===== src/shared/sicec_cfg.svh =====
// Constants for the integration counter and exception control block.
// Assumes inclusion by the package and the testbench; definitions only.
`ifndef SICEC_CFG_SVH
`define SICEC_CFG_SVH
`define SICEC_CNT_W 13
`define SICEC_LONG_REC 13'h1000
`define SICEC_SHORT_REC 13'h0020
`define SICEC_WDOG_CLR_MASK 13'h000f
`define SICEC_NSRC 18
`define SICEC_VEC_W 5
`define SICEC_VEC_NONE 5'h1f
`define SICEC_VEC_SOFT 5'h00
`define SICEC_ADDR_W 16
`define SICEC_ADR_PEND_LOW 16'hfe04
`define SICEC_ADR_PEND_MID 16'hfe05
`define SICEC_ADR_PEND_HIGH 16'hfe06
`define SICEC_ADR_BRK_CTRL 16'hfe03
`define SICEC_ADR_OPTION 16'hfe08
`define SICEC_ADR_STATUS 16'hfe09
`define SICEC_BRK_CLR_EN_BIT 7
`define SICEC_SHORT_REC_BIT 0
`endif


===== src/shared/sicec_pkg.sv =====
// Types for the integration counter and exception control block.
// Assumes sicec_cfg.svh is on the include path.
`include "sicec_cfg.svh"
package sicec_pkg;
  typedef enum logic [1:0] {SICEC_RUN, SICEC_STOPPED, SICEC_RECOVER} sicec_pwr_t;
  typedef struct packed {
    logic [`SICEC_ADDR_W-1:0] adr;
    logic [31:0] dat;
    logic [3:0] sel;
    logic we;
    logic stb;
    logic cyc;
  } sicec_wb_req_t;
  typedef struct packed {
    logic [`SICEC_VEC_W-1:0] code;
    logic valid;
  } sicec_vec_t;
endpackage


===== src/core/sicec_core.sv =====
// System integration counter and exception control, Wishbone slave.
// Assumes a core that signals instruction end and return; one clock.
//
// What this block does
// - 13-bit counter on crystal clock falling edge; overflow clocks watchdog.
// - Bus clocks held off until stabilization delay is counted out.
// - Power-on pulse first; clock generator enabled once the pulse ends, except in stop.
// - Stop instruction clears the counter to zero.
// - Stop exit samples option bit: 32 cycles if one, else 4096.
// - External reset pin does not change the counter.
// - Counter runs freely after any reset state.
// - Core stacks registers and sets mask on entry; return restores.
// - Requests latched at processing start; arbitration yields vector code.
// - Latched request not preempted until serviced or reset.
// - Requests acted on at instruction end if unmasked and enabled.
// - Highest priority first; pending request taken after return.
// - Index-high register not stacked; routines save it themselves.
// - Software interrupt ignores mask, stacks PC not PC minus one.
// - Low pending register holds flags one to six in bits 7..2.
// - Mid pending register holds flags seven to fourteen.
// - High register holds flags fifteen to eighteen in low nibble.
// - Flag reads one while its source requests, fixed source order.
// - Resets share top priority and are never arbitrated.
// - Break request forces the core to the software interrupt vector.
// - Flag clears blocked during break unless break clear enable set.
// - Two-step clears stay protected in break, complete normally after.
`timescale 1ns/10ps
module sicec_core
  import sicec_pkg::*;
(
  input wire logic ref_clk_i,
  input wire logic reset_i,
  input wire logic xtal_clk_i,
  input wire logic por_pulse_i,
  input wire logic ext_reset_i,
  input wire logic int_reset_i,
  input wire logic wdog_service_i,
  input wire logic stop_exec_i,
  input wire logic insn_end_i,
  input wire logic int_ack_i,
  input wire logic mask_bit_i,
  input wire logic soft_int_i,
  input wire logic break_req_i,
  input wire logic [`SICEC_NSRC-1:0] src_req_i,
  input wire logic [`SICEC_NSRC-1:0] src_en_i,
  input wire logic flag_clear_req_i,
  input wire logic [`SICEC_ADDR_W-1:0] wb_adr_i,
  input wire logic [31:0] wb_dat_i,
  input wire logic [3:0] wb_sel_i,
  input wire logic wb_we_i,
  input wire logic wb_stb_i,
  input wire logic wb_cyc_i,
  output logic [31:0] wb_dat_o,
  output logic wb_ack_o,
  output logic wb_err_o,
  output logic bus_clk_en_o,
  output logic clkgen_en_o,
  output logic wdog_clk_o,
  output logic int_take_o,
  output logic [`SICEC_VEC_W-1:0] vec_code_o,
  output logic stack_pc_minus1_o,
  output logic break_state_o,
  output logic flag_clear_allow_o
);

  sicec_wb_req_t req;
  sicec_vec_t latch_r;
  sicec_pwr_t pwr_r;
  logic [`SICEC_CNT_W-1:0] cnt_r;
  logic [`SICEC_CNT_W-1:0] cnt_nxt;
  logic xclk_r;
  logic xfall;
  logic init_done_r;
  logic short_rec_r;
  logic brk_clr_en_r;
  logic wdog_clk_r;
  logic ack_r;
  logic err_r;
  logic [31:0] rdat_r;
  logic [`SICEC_CNT_W-1:0] rec_target;
  logic [`SICEC_NSRC-1:0] pend;
  logic [`SICEC_VEC_W-1:0] win;
  logic acc;

  // Lowest index wins: flag order doubles as priority
  function automatic logic [`SICEC_VEC_W-1:0] prio(input logic [`SICEC_NSRC-1:0] p);
    logic [`SICEC_VEC_W-1:0] c;
    c = `SICEC_VEC_NONE;
    for (int i = `SICEC_NSRC - 1; i >= 0; i--) begin
      if (p[i]) begin
        c = `SICEC_VEC_W'(i + 1);
      end
    end
    return c;
  endfunction

  assign req = '{adr: wb_adr_i, dat: wb_dat_i, sel: wb_sel_i, we: wb_we_i,
                 stb: wb_stb_i, cyc: wb_cyc_i};
  // Crystal clock is sampled; a falling edge is a 1->0 of the sample
  assign xfall = xclk_r & ~xtal_clk_i;
  assign pend = src_req_i;
  assign win = prio(src_req_i & src_en_i);
  assign rec_target = short_rec_r ? `SICEC_SHORT_REC : `SICEC_LONG_REC;

  always_ff @(posedge ref_clk_i or posedge reset_i) begin
    if (reset_i) begin
      xclk_r <= 1'b0;
    end else begin
      xclk_r <= xtal_clk_i;
    end
  end

  always_comb begin
    cnt_nxt = cnt_r + `SICEC_CNT_W'(1);
  end

  // Counter: cleared by power-on, internal reset and stop; not by the pin
  always_ff @(posedge ref_clk_i or posedge reset_i) begin
    if (reset_i) begin
      cnt_r <= '0;
    end else if (por_pulse_i || int_reset_i) begin
      cnt_r <= '0;
    end else if (stop_exec_i || pwr_r == SICEC_STOPPED) begin
      cnt_r <= '0;
    end else if (wdog_service_i) begin
      cnt_r <= cnt_r & `SICEC_WDOG_CLR_MASK;
    end else if (xfall) begin
      cnt_r <= cnt_nxt;
    end
  end

  // Overflow pulse feeds the watchdog prescaler input
  always_ff @(posedge ref_clk_i or posedge reset_i) begin
    if (reset_i) begin
      wdog_clk_r <= 1'b0;
    end else begin
      wdog_clk_r <= xfall && (cnt_r == {`SICEC_CNT_W{1'b1}});
    end
  end
  assign wdog_clk_o = wdog_clk_r;

  // Power sequence: power-on waits the long delay, stop waits the selected one
  always_ff @(posedge ref_clk_i or posedge reset_i) begin
    if (reset_i) begin
      pwr_r <= SICEC_RECOVER;
    end else if (por_pulse_i) begin
      pwr_r <= SICEC_RECOVER;
    end else begin
      case (pwr_r)
        SICEC_RUN: begin
          if (stop_exec_i) begin
            pwr_r <= SICEC_STOPPED;
          end
        end
        SICEC_STOPPED: begin
          if (|(src_req_i & src_en_i) || break_req_i || ext_reset_i || int_reset_i) begin
            pwr_r <= SICEC_RECOVER;
          end
        end
        SICEC_RECOVER: begin
          if (cnt_r >= (init_done_r ? rec_target : `SICEC_LONG_REC)) begin
            pwr_r <= SICEC_RUN;
          end
        end
        default: pwr_r <= SICEC_RUN;
      endcase
    end
  end

  // Set on first reaching run; until then recovery uses the long delay, after that the option
  always_ff @(posedge ref_clk_i or posedge reset_i) begin
    if (reset_i) begin
      init_done_r <= 1'b0;
    end else if (por_pulse_i) begin
      init_done_r <= 1'b0;
    end else if (pwr_r == SICEC_RUN) begin
      init_done_r <= 1'b1;
    end
  end

  assign bus_clk_en_o = (pwr_r == SICEC_RUN);
  assign clkgen_en_o = ~por_pulse_i & (pwr_r != SICEC_STOPPED);

  // Arbitration latch: held until serviced or reset
  always_ff @(posedge ref_clk_i or posedge reset_i) begin
    if (reset_i) begin
      latch_r <= '{code: `SICEC_VEC_NONE, valid: 1'b0};
    end else if (int_reset_i || ext_reset_i) begin
      latch_r <= '{code: `SICEC_VEC_NONE, valid: 1'b0};
    end else if (latch_r.valid) begin
      if (int_ack_i) begin
        latch_r.valid <= 1'b0;
      end
    end else if (break_req_i || soft_int_i) begin
      latch_r <= '{code: `SICEC_VEC_SOFT, valid: 1'b1};
    end else if (insn_end_i && !mask_bit_i && win != `SICEC_VEC_NONE) begin
      latch_r <= '{code: win, valid: 1'b1};
    end
  end

  assign int_take_o = latch_r.valid;
  assign vec_code_o = latch_r.code;
  assign stack_pc_minus1_o = latch_r.valid && latch_r.code != `SICEC_VEC_SOFT;

  // Break state: entered on break, left once no request is latched and the mask is clear
  logic brk_r;
  always_ff @(posedge ref_clk_i or posedge reset_i) begin
    if (reset_i) begin
      brk_r <= 1'b0;
    end else if (break_req_i) begin
      brk_r <= 1'b1;
    end else if (!mask_bit_i && !latch_r.valid) begin
      brk_r <= 1'b0;
    end
  end
  assign break_state_o = brk_r;
  assign flag_clear_allow_o = flag_clear_req_i & (~brk_r | brk_clr_en_r);

  // Software-written option and break control bits
  assign acc = req.cyc & req.stb & ~ack_r & ~err_r;
  always_ff @(posedge ref_clk_i or posedge reset_i) begin
    if (reset_i) begin
      brk_clr_en_r <= 1'b0;
      short_rec_r <= 1'b0;
    end else if (acc && req.we && req.sel[0]) begin
      if (req.adr == `SICEC_ADR_BRK_CTRL) begin
        brk_clr_en_r <= req.dat[`SICEC_BRK_CLR_EN_BIT];
      end
      if (req.adr == `SICEC_ADR_OPTION) begin
        short_rec_r <= req.dat[`SICEC_SHORT_REC_BIT];
      end
    end
  end

  // Read mux; pending register writes are accepted and dropped
  always_ff @(posedge ref_clk_i or posedge reset_i) begin
    if (reset_i) begin
      ack_r <= 1'b0;
      err_r <= 1'b0;
      rdat_r <= '0;
    end else begin
      ack_r <= 1'b0;
      err_r <= 1'b0;
      if (acc) begin
        ack_r <= 1'b1;
        rdat_r <= '0;
        case (req.adr)
          `SICEC_ADR_PEND_LOW: rdat_r <= {24'h000000, pend[5:0], 2'h0};
          `SICEC_ADR_PEND_MID: rdat_r <= {24'h000000, pend[13:6]};
          `SICEC_ADR_PEND_HIGH: rdat_r <= {28'h0000000, pend[17:14]};
          `SICEC_ADR_BRK_CTRL: rdat_r <= {24'h000000, brk_clr_en_r, 7'h00};
          `SICEC_ADR_OPTION: rdat_r <= {31'h00000000, short_rec_r};
          `SICEC_ADR_STATUS: rdat_r <= {27'h0000000, brk_r, latch_r.valid, bus_clk_en_o,
                                        pwr_r};
          default: begin
            ack_r <= 1'b0;
            err_r <= 1'b1;
          end
        endcase
      end
    end
  end
  assign wb_ack_o = ack_r;
  assign wb_err_o = err_r;
  assign wb_dat_o = rdat_r;

  // Cycles spent in recovery; saturates so a stuck recovery cannot wrap
  logic [15:0] rec_cyc_r;
  always_ff @(posedge ref_clk_i or posedge reset_i) begin
    if (reset_i) begin
      rec_cyc_r <= '0;
    end else if (pwr_r != SICEC_RECOVER) begin
      rec_cyc_r <= '0;
    end else if (rec_cyc_r != '1) begin
      rec_cyc_r <= rec_cyc_r + 16'h0001;
    end
  end
endmodule // sicec_core


===== config.mk =====
export PLATFORM = sky130hd
export DESIGN_NAME = sicec_core
export DESIGN_NICKNAME = d
export VERILOG_FILES = /design/src/shared/sicec_pkg.sv /design/src/core/sicec_core.sv
export VERILOG_INCLUDE_DIRS = /design/src /design/src/shared
export SDC_FILE = /design/constraint.sdc
export NUM_CORES = 1
export LEC_CHECK = 0
export ABC_AREA = 1
export BUFFER_PORTS_ARGS = -buffer_cell sky130_fd_sc_hd__buf_2
export CORE_UTILIZATION = 35
export CTS_CLUSTER_DIAMETER = 30
export DETAILED_ROUTE_END_ITERATION = 7
export PLACE_DENSITY_LB_ADDON = 0.08
export REMOVE_ABC_BUFFERS = 1
export SLEW_MARGIN = 30
export SYNTH_ARGS = -nofsm -noshare
export SYNTH_HDL_FRONTEND = slang
export SYNTH_SLANG_ARGS = --single-unit

===== constraint.sdc =====
create_clock -name ref_clk_i -period 3.7 [get_ports ref_clk_i]
set_input_delay 0.74 -clock ref_clk_i [delete_from_list [all_inputs] [get_ports ref_clk_i]]
set_output_delay 0.74 -clock ref_clk_i [all_outputs]
set_load 0.05 [all_outputs]

==> flow_summary.yaml, run 1 <==
placed_design:
  io_buffer_count: 93
  dp.cells: 561
  dp_hpwl_um: 5700
  place.gp.congestion: 0.811
layout:
  layout_commonest_cell: "buf_2"
  fin_nets: 578
  mostFrequentLayoutCells: "buf_2, nand2_1, inv_1"
  layout-drive-gt1-share_pct: 31.3
  fin_cells: 569
  nFillCells: 773
  synthToLayoutAreaGrowth_pct: 23.2
  num_antenna_cells: 0
clocking:
  ctsHtreeMaxLevel: 2
  post-cts-setup-buffers: 0
  cts_tree: "built"
  cts.hold.buffers_added: 0
  clock_latency_ns: 0.29
  clockBufferDepth: 2
  cts-root-buf: "clkbuf_8"
  cts_made_buffers: 5
  cts.repair.resized: 0
  cts_sinks: 37
  path_clk_slew_ns: 0.07
worst_setup_path:
  worstPathArrival_ns: 1.58
  worst-path-max-fanout: 3
  reg2reg_from: "pwr_r[1]"
  crit_type: "reg -> out"
  critPathSlowestCell: "or4_1"
  worst_setup_path_end_kind: "primary output"
  worstPathRequired_ns: 2.96
  worst_path_largest_cell_delay_ns: 0.50
  critPathLaunch: "vec_code_o[0]"
  start_kind: "flip-flop"
  path_cells: "or4_1 > o21ai_0 > inv_1 > buf_2"
floorplanning:
  rows: 31
  fp.dieW_um: 89.7
  core-area_um2: 7330
  fp.dieH_um: 89.7
  initial_core_util_pct: 36.7
  dieArea_um2: 8050
  io_pins: 151
route:
  routed_wl_um: 6920
  vias_per_cell: 4.60
  drc_errors: 0
  drt_iter0_drc: 80
  first_pass_iters: 4
  wire_per_inst_um: 12.2
  vias: 2617
  antenna_left: 0
logic_synthesis:
  synth_flop_cell: "dfrtp_1"
  synth-async-reset-ratio_pct: 100
  ys_seq_area_share_pct: 34.6
  ys_types: 48
  synth_edf_count: 0
  ys_ff_latch: 37
  yosysWarnings: 0
  synth_area_per_cell_um2: 7.24
  syn_inst: 372
  syn_area_um2: 2690
global_routing:
  first_global_vias: 2429
  grt_pass1_wl_um: 11500
  grt_usage_pct: 17.6
  grt_max_degree: 20
  antenna_found_initial: 0
  grt.overflow.total: 0
power:
  power_frac_comb_pct: 27.5
  p_int_uw: 789
  power_frac_clock_pct: 35.0
  p_seq_share_pct: 37.5
  switching_share_pct: 34.5
  power_density_nw_per_um2: 363
  switchingPower_uw: 415
  power.leakage_uw: 0.00175
  ir_drop_v: 0.000212
timing:
  maxSlewViolCount: 0
  fin_tns_setup_ns: 0
  rsz0062_at_grt: "false"
  max_clock_freq_mhz: 432
  finalCritPeriodShare_pct: 62.6
  finClkSkew_ns: 0.00722
  hold_viol: 0
  min_period_ns: 2.32
  setup_viol: 0
  worstMarginPinSlew_ns: 0.700
  slew_headroom_pct: 53.3
hold_path:
  hp-start: "wb_dat_o[5]"
  hp-class: "reg -> reg"
status:
  outcome: "finished clean"
run:
  max_cap_violations: 0
area by class of cell:
class                   count  area (µm²)  area share (%)
multi-input cells         278        1460            43.9
flip-flops and latches     37         933            28.1
repair buffers             94         473            14.3
inverters                  53         199            6.00
well taps                  99         124            3.73
clock buffers               5        68.8            2.07
clock inverters             3        65.1            1.96
cell families (layout without fill, tap and decap cells):
| family | count (synthesis) | count (layout) | synth area share, % |
|---|---|---|---|
| xor gates and xnor gates | 2 | 2 | 0.650 |
| and+or+nand+nor | 193 | 193 | 35.2 |
| buffers and inverters | 80 | 155 | 14.5 |
| other | 1 | 24 | 0.139 |
| DFF | 37 | 37 | 34.6 |
| AOI/OAI and AO/OA | 55 | 55 | 13.0 |
| adders and majority gates | 4 | 4 | 1.86 |
flip-flops by register name, summed over array words and instances (netlist names):
| name | flops |
|---|---|
| xclk_r | 1 |
| wb_ack_o | 1 |
| vec_code_o | 5 |
| break_state_o | 1 |
| int_take_o | 1 |
| pwr_r | 2 |
| brk_clr_en_r | 1 |
| wb_dat_o | 8 |
| wdog_clk_o | 1 |
| wb_err_o | 1 |
| cnt_r | 13 |
| init_done_r | 1 |
| short_rec_r | 1 |
path summary, 6_finish.rpt:
check | endpoint | slack (ns) | cells past startpoint
max | stack_pc_minus1_o | 1.38 | 4
min | wb_dat_o[5] | 0.48 | 1
max reg2reg | cnt_r[10] | 1.88 | 11
min reg2reg | wb_dat_o[5] | 0.48 | 1
max in group asynchronous | vec_code_o[2] | 2.36 | 3
min in group asynchronous | xclk_r | 0.55 | 2
Yosys cell counts (2+ instances only):
cell type,number,area [µm²]
a31o_1,2,17.5
nand3_1,22,110
inv_1,46,173
nor2_4,3,33.8
o21ai_0,10,50.1
o22ai_1,2,12.5
inv_2,7,26.3
nor3_2,4,40.0
o21ai_1,9,45.0
buf_4,24,180
a21oi_1,14,70.1
o221ai_1,2,17.5
nand2_2,11,68.8
and3_1,2,12.5
a32o_1,2,20.0
dfrtp_1,31,776
dfstp_2,6,158
nor2_2,4,25.0
clkbuf_1,2,7.51
nand4_1,5,31.3
nand3_2,4,40.0
nand2_4,2,22.5
nand2_1,79,297
o21a_1,2,15.0
o211ai_1,2,15.0
a21o_1,2,15.0
nor4_1,2,12.5
nor3_1,9,45.0
nor2_1,40,150
ha_1,4,50.1
worst max-delay path: cells and delay by family, from the launching register on:
kind,cells,cell delay (ns)
simple gates,1,0.50
flops,1,0.38
buf+inv,2,0.25
compound gates,1,0.16
metal layers:
metal	part of all wire, %	up-vias	GRT usage, %
met3	6.9	2	4.57
li1	-	1353	-
met5	0	-	0
met2	44	104	27.8
met4	0.48	0	3.69
met1	49	1158	24.3
per-stage QoR:
| stage | area (µm²) | hold WS [ns] | utilization (%) | total power, µW | setup slack, ns |
|---|---|---|---|---|---|
| global placement | 3180 | 0.456 | 43.4 | 793 | 1.42 |
| global route | 3320 | 0.498 | 45.3 | 1270 | 1.28 |
| finish | 3320 | 0.482 | 45.3 | 1200 | 1.38 |
| CTS | 3320 | 0.485 | 45.3 | 1220 | 1.37 |
| detailed placement | 3180 | 0.468 | 43.4 | 793 | 1.42 |
| floorplan | 2590 | 0.467 | - | 694 | 1.08 |
power by group through the flow:
stage | Combinational, µW | Clock, µW | Sequential [µW]
after floorplan | 221 | 0 | 472
after global placement | 334 | 0 | 460
after detailed placement | 333 | 0 | 460
after CTS | 335 | 432 | 452
after global routing | 365 | 449 | 456
final | 331 | 421 | 451
(Power assumes the default switching activity.)
==> run 2, diff against run 1 <==
==> constraint.sdc (replaced) <==
create_clock -name ref_clk_i -period 2.12 [get_ports ref_clk_i]
set_input_delay 0.424 -clock ref_clk_i [delete_from_list [all_inputs] [get_ports ref_clk_i]]
set_output_delay 0.424 -clock ref_clk_i [all_outputs]
set_load 0.05 [all_outputs]
==> run 2 against run 1 <==
Clock skew rose by 0.0026 ns. Combinational power rose by 75%. Final area increased by 0.57%. Critical path depth unchanged. Global-route usage shrank 0.094 points. Setup slack worse by 1.3 ns. Sequential share of layout area shrank 0.16 points. Utilization rose by 0.26 points. Critical endpoint unchanged. Highest routed layer unchanged.
==> flow_summary.yaml, run 2 (same netlist as run 1, synthesis figures left out) <==
route:
  routed_wl_um: 6840
  wire_per_inst_um: 12.0
  drt_iter0_drc: 87
  drc_errors: 0
  first_pass_iters: 4
  antenna_left: 0
  vias: 2653
  vias_per_cell: 4.65
clocking:
  cts_sinks: 37
  cts-root-buf: "clkbuf_8"
  cts.hold.buffers_added: 0
  cts_made_buffers: 5
  ctsHtreeMaxLevel: 2
  clock_latency_ns: 0.29
  cts_tree: "built"
  path_clk_slew_ns: 0.08
  post-cts-setup-buffers: 0
  cts.repair.resized: 0
  clockBufferDepth: 2
timing:
  rsz0062_at_grt: "false"
  hold_viol: 0
  finalWorstSetupSlack_ns: 0.117
  finalCritPeriodShare_pct: 94.5
  max_clock_freq_mhz: 499
  holdWs_ns: 0.226
  min_period_ns: 2.00
  finClkSkew_ns: 0.00978
  maxSlewViolCount: 0
  setup_viol: 0
global_routing:
  antenna_found_initial: 0
  grt.overflow.total: 0
  grt_usage_pct: 17.5
  first_global_vias: 2436
  grt_max_degree: 38
  grt_pass1_wl_um: 11600
worst_setup_path:
  reg2reg_from: "pwr_r[1]"
  reg2reg_slack_ns: 0.36
  r2r_cells: 11
  endpoint: "stack_pc_minus1_o"
  worstPathArrival_ns: 1.58
  start_kind: "flip-flop"
  critPathLaunch: "vec_code_o[0]"
  crit_type: "reg -> out"
  r2r_end: "cnt_r[10]"
  worst_path_largest_cell_delay_ns: 0.50
  worstPathRequired_ns: 1.70
  path_cells: "or4_1 > o21ai_0 > inv_1 > buf_2"
  worst_setup_path_end_kind: "primary output"
  worst-path-max-fanout: 3
  critPathSlowestCell: "or4_1"
run:
  max_cap_violations: 0
placed_design:
  dpl_worst_slack_ns: 0.180
  place.gp.congestion: 0.826
  dp.cells: 563
  io_buffer_count: 93
  dp_hpwl_um: 5640
layout:
  num_antenna_cells: 0
  regMostFlops: "cnt_r"
  synthToLayoutAreaGrowth_pct: 23.9
  largest_reg_flops: 13
  mostFrequentLayoutCells: "buf_2, nand2_1, inv_1"
  fin_cells: 571
  layout-drive-gt1-share_pct: 31.6
  layout_commonest_cell: "buf_2"
  fin_nets: 580
status:
  outcome: "finished clean"
power:
  ir_drop_v: 0.000407
  power.leakage_uw: 0.00176
  power_density_nw_per_um2: 632
  finalPower_uw: 2110
floorplanning:
  fp.dieW_um: 89.7
  initial_core_util_pct: 36.7
  core-area_um2: 7330
  dieArea_um2: 8050
  io_pins: 151
  fp.dieH_um: 89.7
  rows: 31
hold_path:
  hp-class: "in -> async"
## run 2: cell count changes in the layout (fill, tap and decap cells not counted)
cell      previous run  this run
inv_6                0         1
buf_4                1         3
clkinv_2             1         0
## run 2: worst min-delay path by stage
stage | slack [ns] | depth (start not counted) | endpoint | start
finish | 0.23 | 3 | cnt_r[11] | reset_i
global route | 0.24 | 1 | xclk_r | xtal_clk_i
CTS | 0.24 | 3 | wb_ack_o | reset_i
detailed placement | 0.47 | 1 | wb_dat_o[6] | wb_dat_o[6]
global placement | 0.46 | 1 | wb_dat_o[5] | wb_dat_o[5]
floorplan | 0.46 | 0 | xclk_r | xtal_clk_i
## run 2: layout make-up
type,instances,area (µm²)
clock inverters,3,68.8
clock buffers,5,68.8
multi-input cells,278,1460
inverters,53,199
flip-flops and latches,37,933
well taps,99,124
fillers,775,3990
repair buffers,96,488
## run 2: metrics by stage
| stage | utilization, % | area (µm²) | TNS (ns) |
|---|---|---|---|
| 2_1_floorplan | - | 2590 | -0.0871 |
| 3_3_place_gp | 43.6 | 3200 | 0 |
| 3_5_place_dp | 43.6 | 3200 | 0 |
| 4_1_cts | 45.5 | 3340 | 0 |
| 5_1_grt | 45.5 | 3340 | 0 |
| 6_report | 45.5 | 3340 | 0 |
## run 2: worst max-delay path: cells and delay by family (launching register included)
family,cells,cell delay [ns]
AOI/OAI and AO/OA,1,0.16
buffers and inverters,2,0.25
DFF,1,0.38
and+or+nand+nor,1,0.50
## run 2: power breakdown
group / switching, µW / internal [µW] / total, µW
combinational: 417 / 162 / 579
clock: 269 / 474 / 743
sequential: 40.1 / 748 / 789
total: 726 / 1380 / 2110
## run 2: metal layers
| metal | share of wire [%] | track usage, % | vias to the layer above |
|---|---|---|---|
| met5 | 0 | 0 | - |
| met4 | 0.88 | 3.69 | 0 |
| met3 | 6.6 | 4.06 | 6 |
| met2 | 43 | 27.1 | 95 |
| met1 | 50 | 24.9 | 1189 |
| li1 | - | - | 1363 |
==> run 3, diff against run 2 <==
==> constraint.sdc (replaced) <==
create_clock -name ref_clk_i -period 2.12 [get_ports ref_clk_i]
set_input_delay 0 -clock ref_clk_i [delete_from_list [all_inputs] [get_ports ref_clk_i]]
set_output_delay 0 -clock ref_clk_i [all_outputs]
set_load 0.05 [all_outputs]
==> run 3 against run 2 <==
Critical path type is now reg -> reg. Maximum frequency rose by 12%. Flip-flop and latch count did not move. Largest cell class unchanged. Clock-buffer cell count unchanged. Highest routed layer unchanged.
==> flow_summary.yaml, run 3 (same netlist as run 1, synthesis figures left out) <==
route:
  wire_per_inst_um: 12.1
  vias_per_cell: 4.62
  routed_wl_um: 6960
  first_pass_iters: 6
  vias: 2664
  drc_errors: 0
  drt_iter0_drc: 99
  antenna_left: 0
clocking:
  cts_made_buffers: 5
  cts_sinks: 37
  clockBufferDepth: 2
  ctsHtreeMaxLevel: 2
  cts.hold.buffers_added: 7
  cts-root-buf: "clkbuf_8"
  clock_latency_ns: 0.29
  cts_tree: "built"
  cts.repair.resized: 0
  post-cts-setup-buffers: 0
  path_clk_slew_ns: 0.08
layout:
  seqCellArea_um2: 933
  nFillCells: 787
  layout-drive-gt1-share_pct: 31.0
  num_antenna_cells: 0
  multi_input_area_um2: 1460
  synthToLayoutAreaGrowth_pct: 26.1
  fin_nets: 586
  layout_commonest_cell: "buf_2"
  regMostFlops: "cnt_r"
  largest_reg_flops: 13
  mostFrequentLayoutCells: "buf_2, nand2_1, inv_1"
global_routing:
  grt_usage_pct: 17.8
  antenna_found_initial: 0
  grt.overflow.total: 0
  grt_max_degree: 38
  first_global_vias: 2466
  grt_pass1_wl_um: 11600
floorplanning:
  dieArea_um2: 8050
  fp.dieH_um: 89.7
  initial_core_util_pct: 36.7
  fp.dieW_um: 89.7
  io_pins: 151
  rows: 31
  core-area_um2: 7330
run:
  max_cap_violations: 0
power:
  power.leakage_uw: 0.00178
  ir_drop_v: 0.000383
  power_density_nw_per_um2: 619
placed_design:
  dp_hpwl_um: 5690
  place.gp.congestion: 0.835
  io_buffer_count: 93
timing:
  holdWs_ns: 0.0136
  maxSlewViolCount: 0
  setup_viol: 0
  finClkSkew_ns: 0.0121
  finalCritPeriodShare_pct: 84.2
  min_period_ns: 1.79
  worstMarginPinSlew_ns: 0.500
  slew_headroom_pct: 66.5
  max_clock_freq_mhz: 560
  rsz0062_at_grt: "false"
  fin_tns_setup_ns: 0
  hold_viol: 0
worst_setup_path:
  worstPathArrival_ns: 1.97
  worstPathRequired_ns: 2.30
  worst_path_largest_cell_delay_ns: 0.39
  worst-path-max-fanout: 4
  start_kind: "flip-flop"
  critPathSlowestCell: "dfrtp_1"
  path_cells: "nand2_1 > inv_1 > ha_1 > nand3_1 > o31ai_1 > o21ai_0 > nand3_1 > o211ai_1 > nand2_1 > nor2_1 > a31oi_1 > inv_1"
  crit_type: "reg -> reg"
  worst_setup_path_end_kind: "flip-flop"
hold_path:
  hp-class: "in -> reg"
status:
  outcome: "finished clean"
run 3: through the flow:
| stage | area, µm² | power, µW | utilization (%) | cells | setup slack, ns |
|---|---|---|---|---|---|
| finish | 3400 | 2100 | 46.3 | 577 | 0.335 |
| global route | 3400 | 2220 | 46.3 | 577 | 0.130 |
| CTS | 3400 | 2130 | 46.3 | 577 | 0.316 |
| detailed placement | 3190 | 1390 | 43.5 | 562 | 0.322 |
| global placement | 3190 | 1380 | 43.5 | 562 | 0.336 |
| floorplan | 2590 | 1210 | - | 368 | 0.216 |
run 3: report_power, final:
part	switching (µW)	internal [µW]
logic	422	170
registers	38.9	749
clock network	256	468
total	716	1390
run 3: critical path, delay by kind of cell (launching register included):
family	cells	cell delay [ns]
flip-flops	1	0.39
adder cells (fa/ha/maj)	1	0.26
buffers and inverters	2	0.11
AND/OR/NAND/NOR	5	0.39
AO/OA/AOI/OAI	4	0.52
run 3: worst paths after layout:
| kind | start | to | slack [ns] | depth (start not counted) |
|---|---|---|---|---|
| setup reg to reg | init_done_r | pwr_r[0] | 0.33 | 12 |
| max in group asynchronous | reset_i | vec_code_o[1] | 1.38 | 4 |
| hold reg to reg | wb_dat_o[5] | wb_dat_o[5] | 0.48 | 1 |
| min in group asynchronous | reset_i | wb_ack_o | 0.37 | 4 |
| setup / recovery | init_done_r | pwr_r[0] | 0.33 | 12 |
| hold / removal | wdog_service_i | cnt_r[5] | 0.01 | 4 |
run 3: area by class of cell:
cell class	count	area share, %
clock inverter	3	1.92
sequential	37	27.5
multi-input combinational	278	42.9
timing repair buffer	102	16.2
inverter	53	5.86
tap	99	3.65
clock buffer	5	2.03
run 3: routing by layer:
layer	vias to the layer above	part of all wire (%)	track usage (%)	wire, µm
met2	99	43	27.4	3020
met3	6	6.8	3.81	476
met4	0	0.98	4.92	68
li1	1370	-	-	-
met1	1189	49	25.0	3390
met5	-	0	0	0
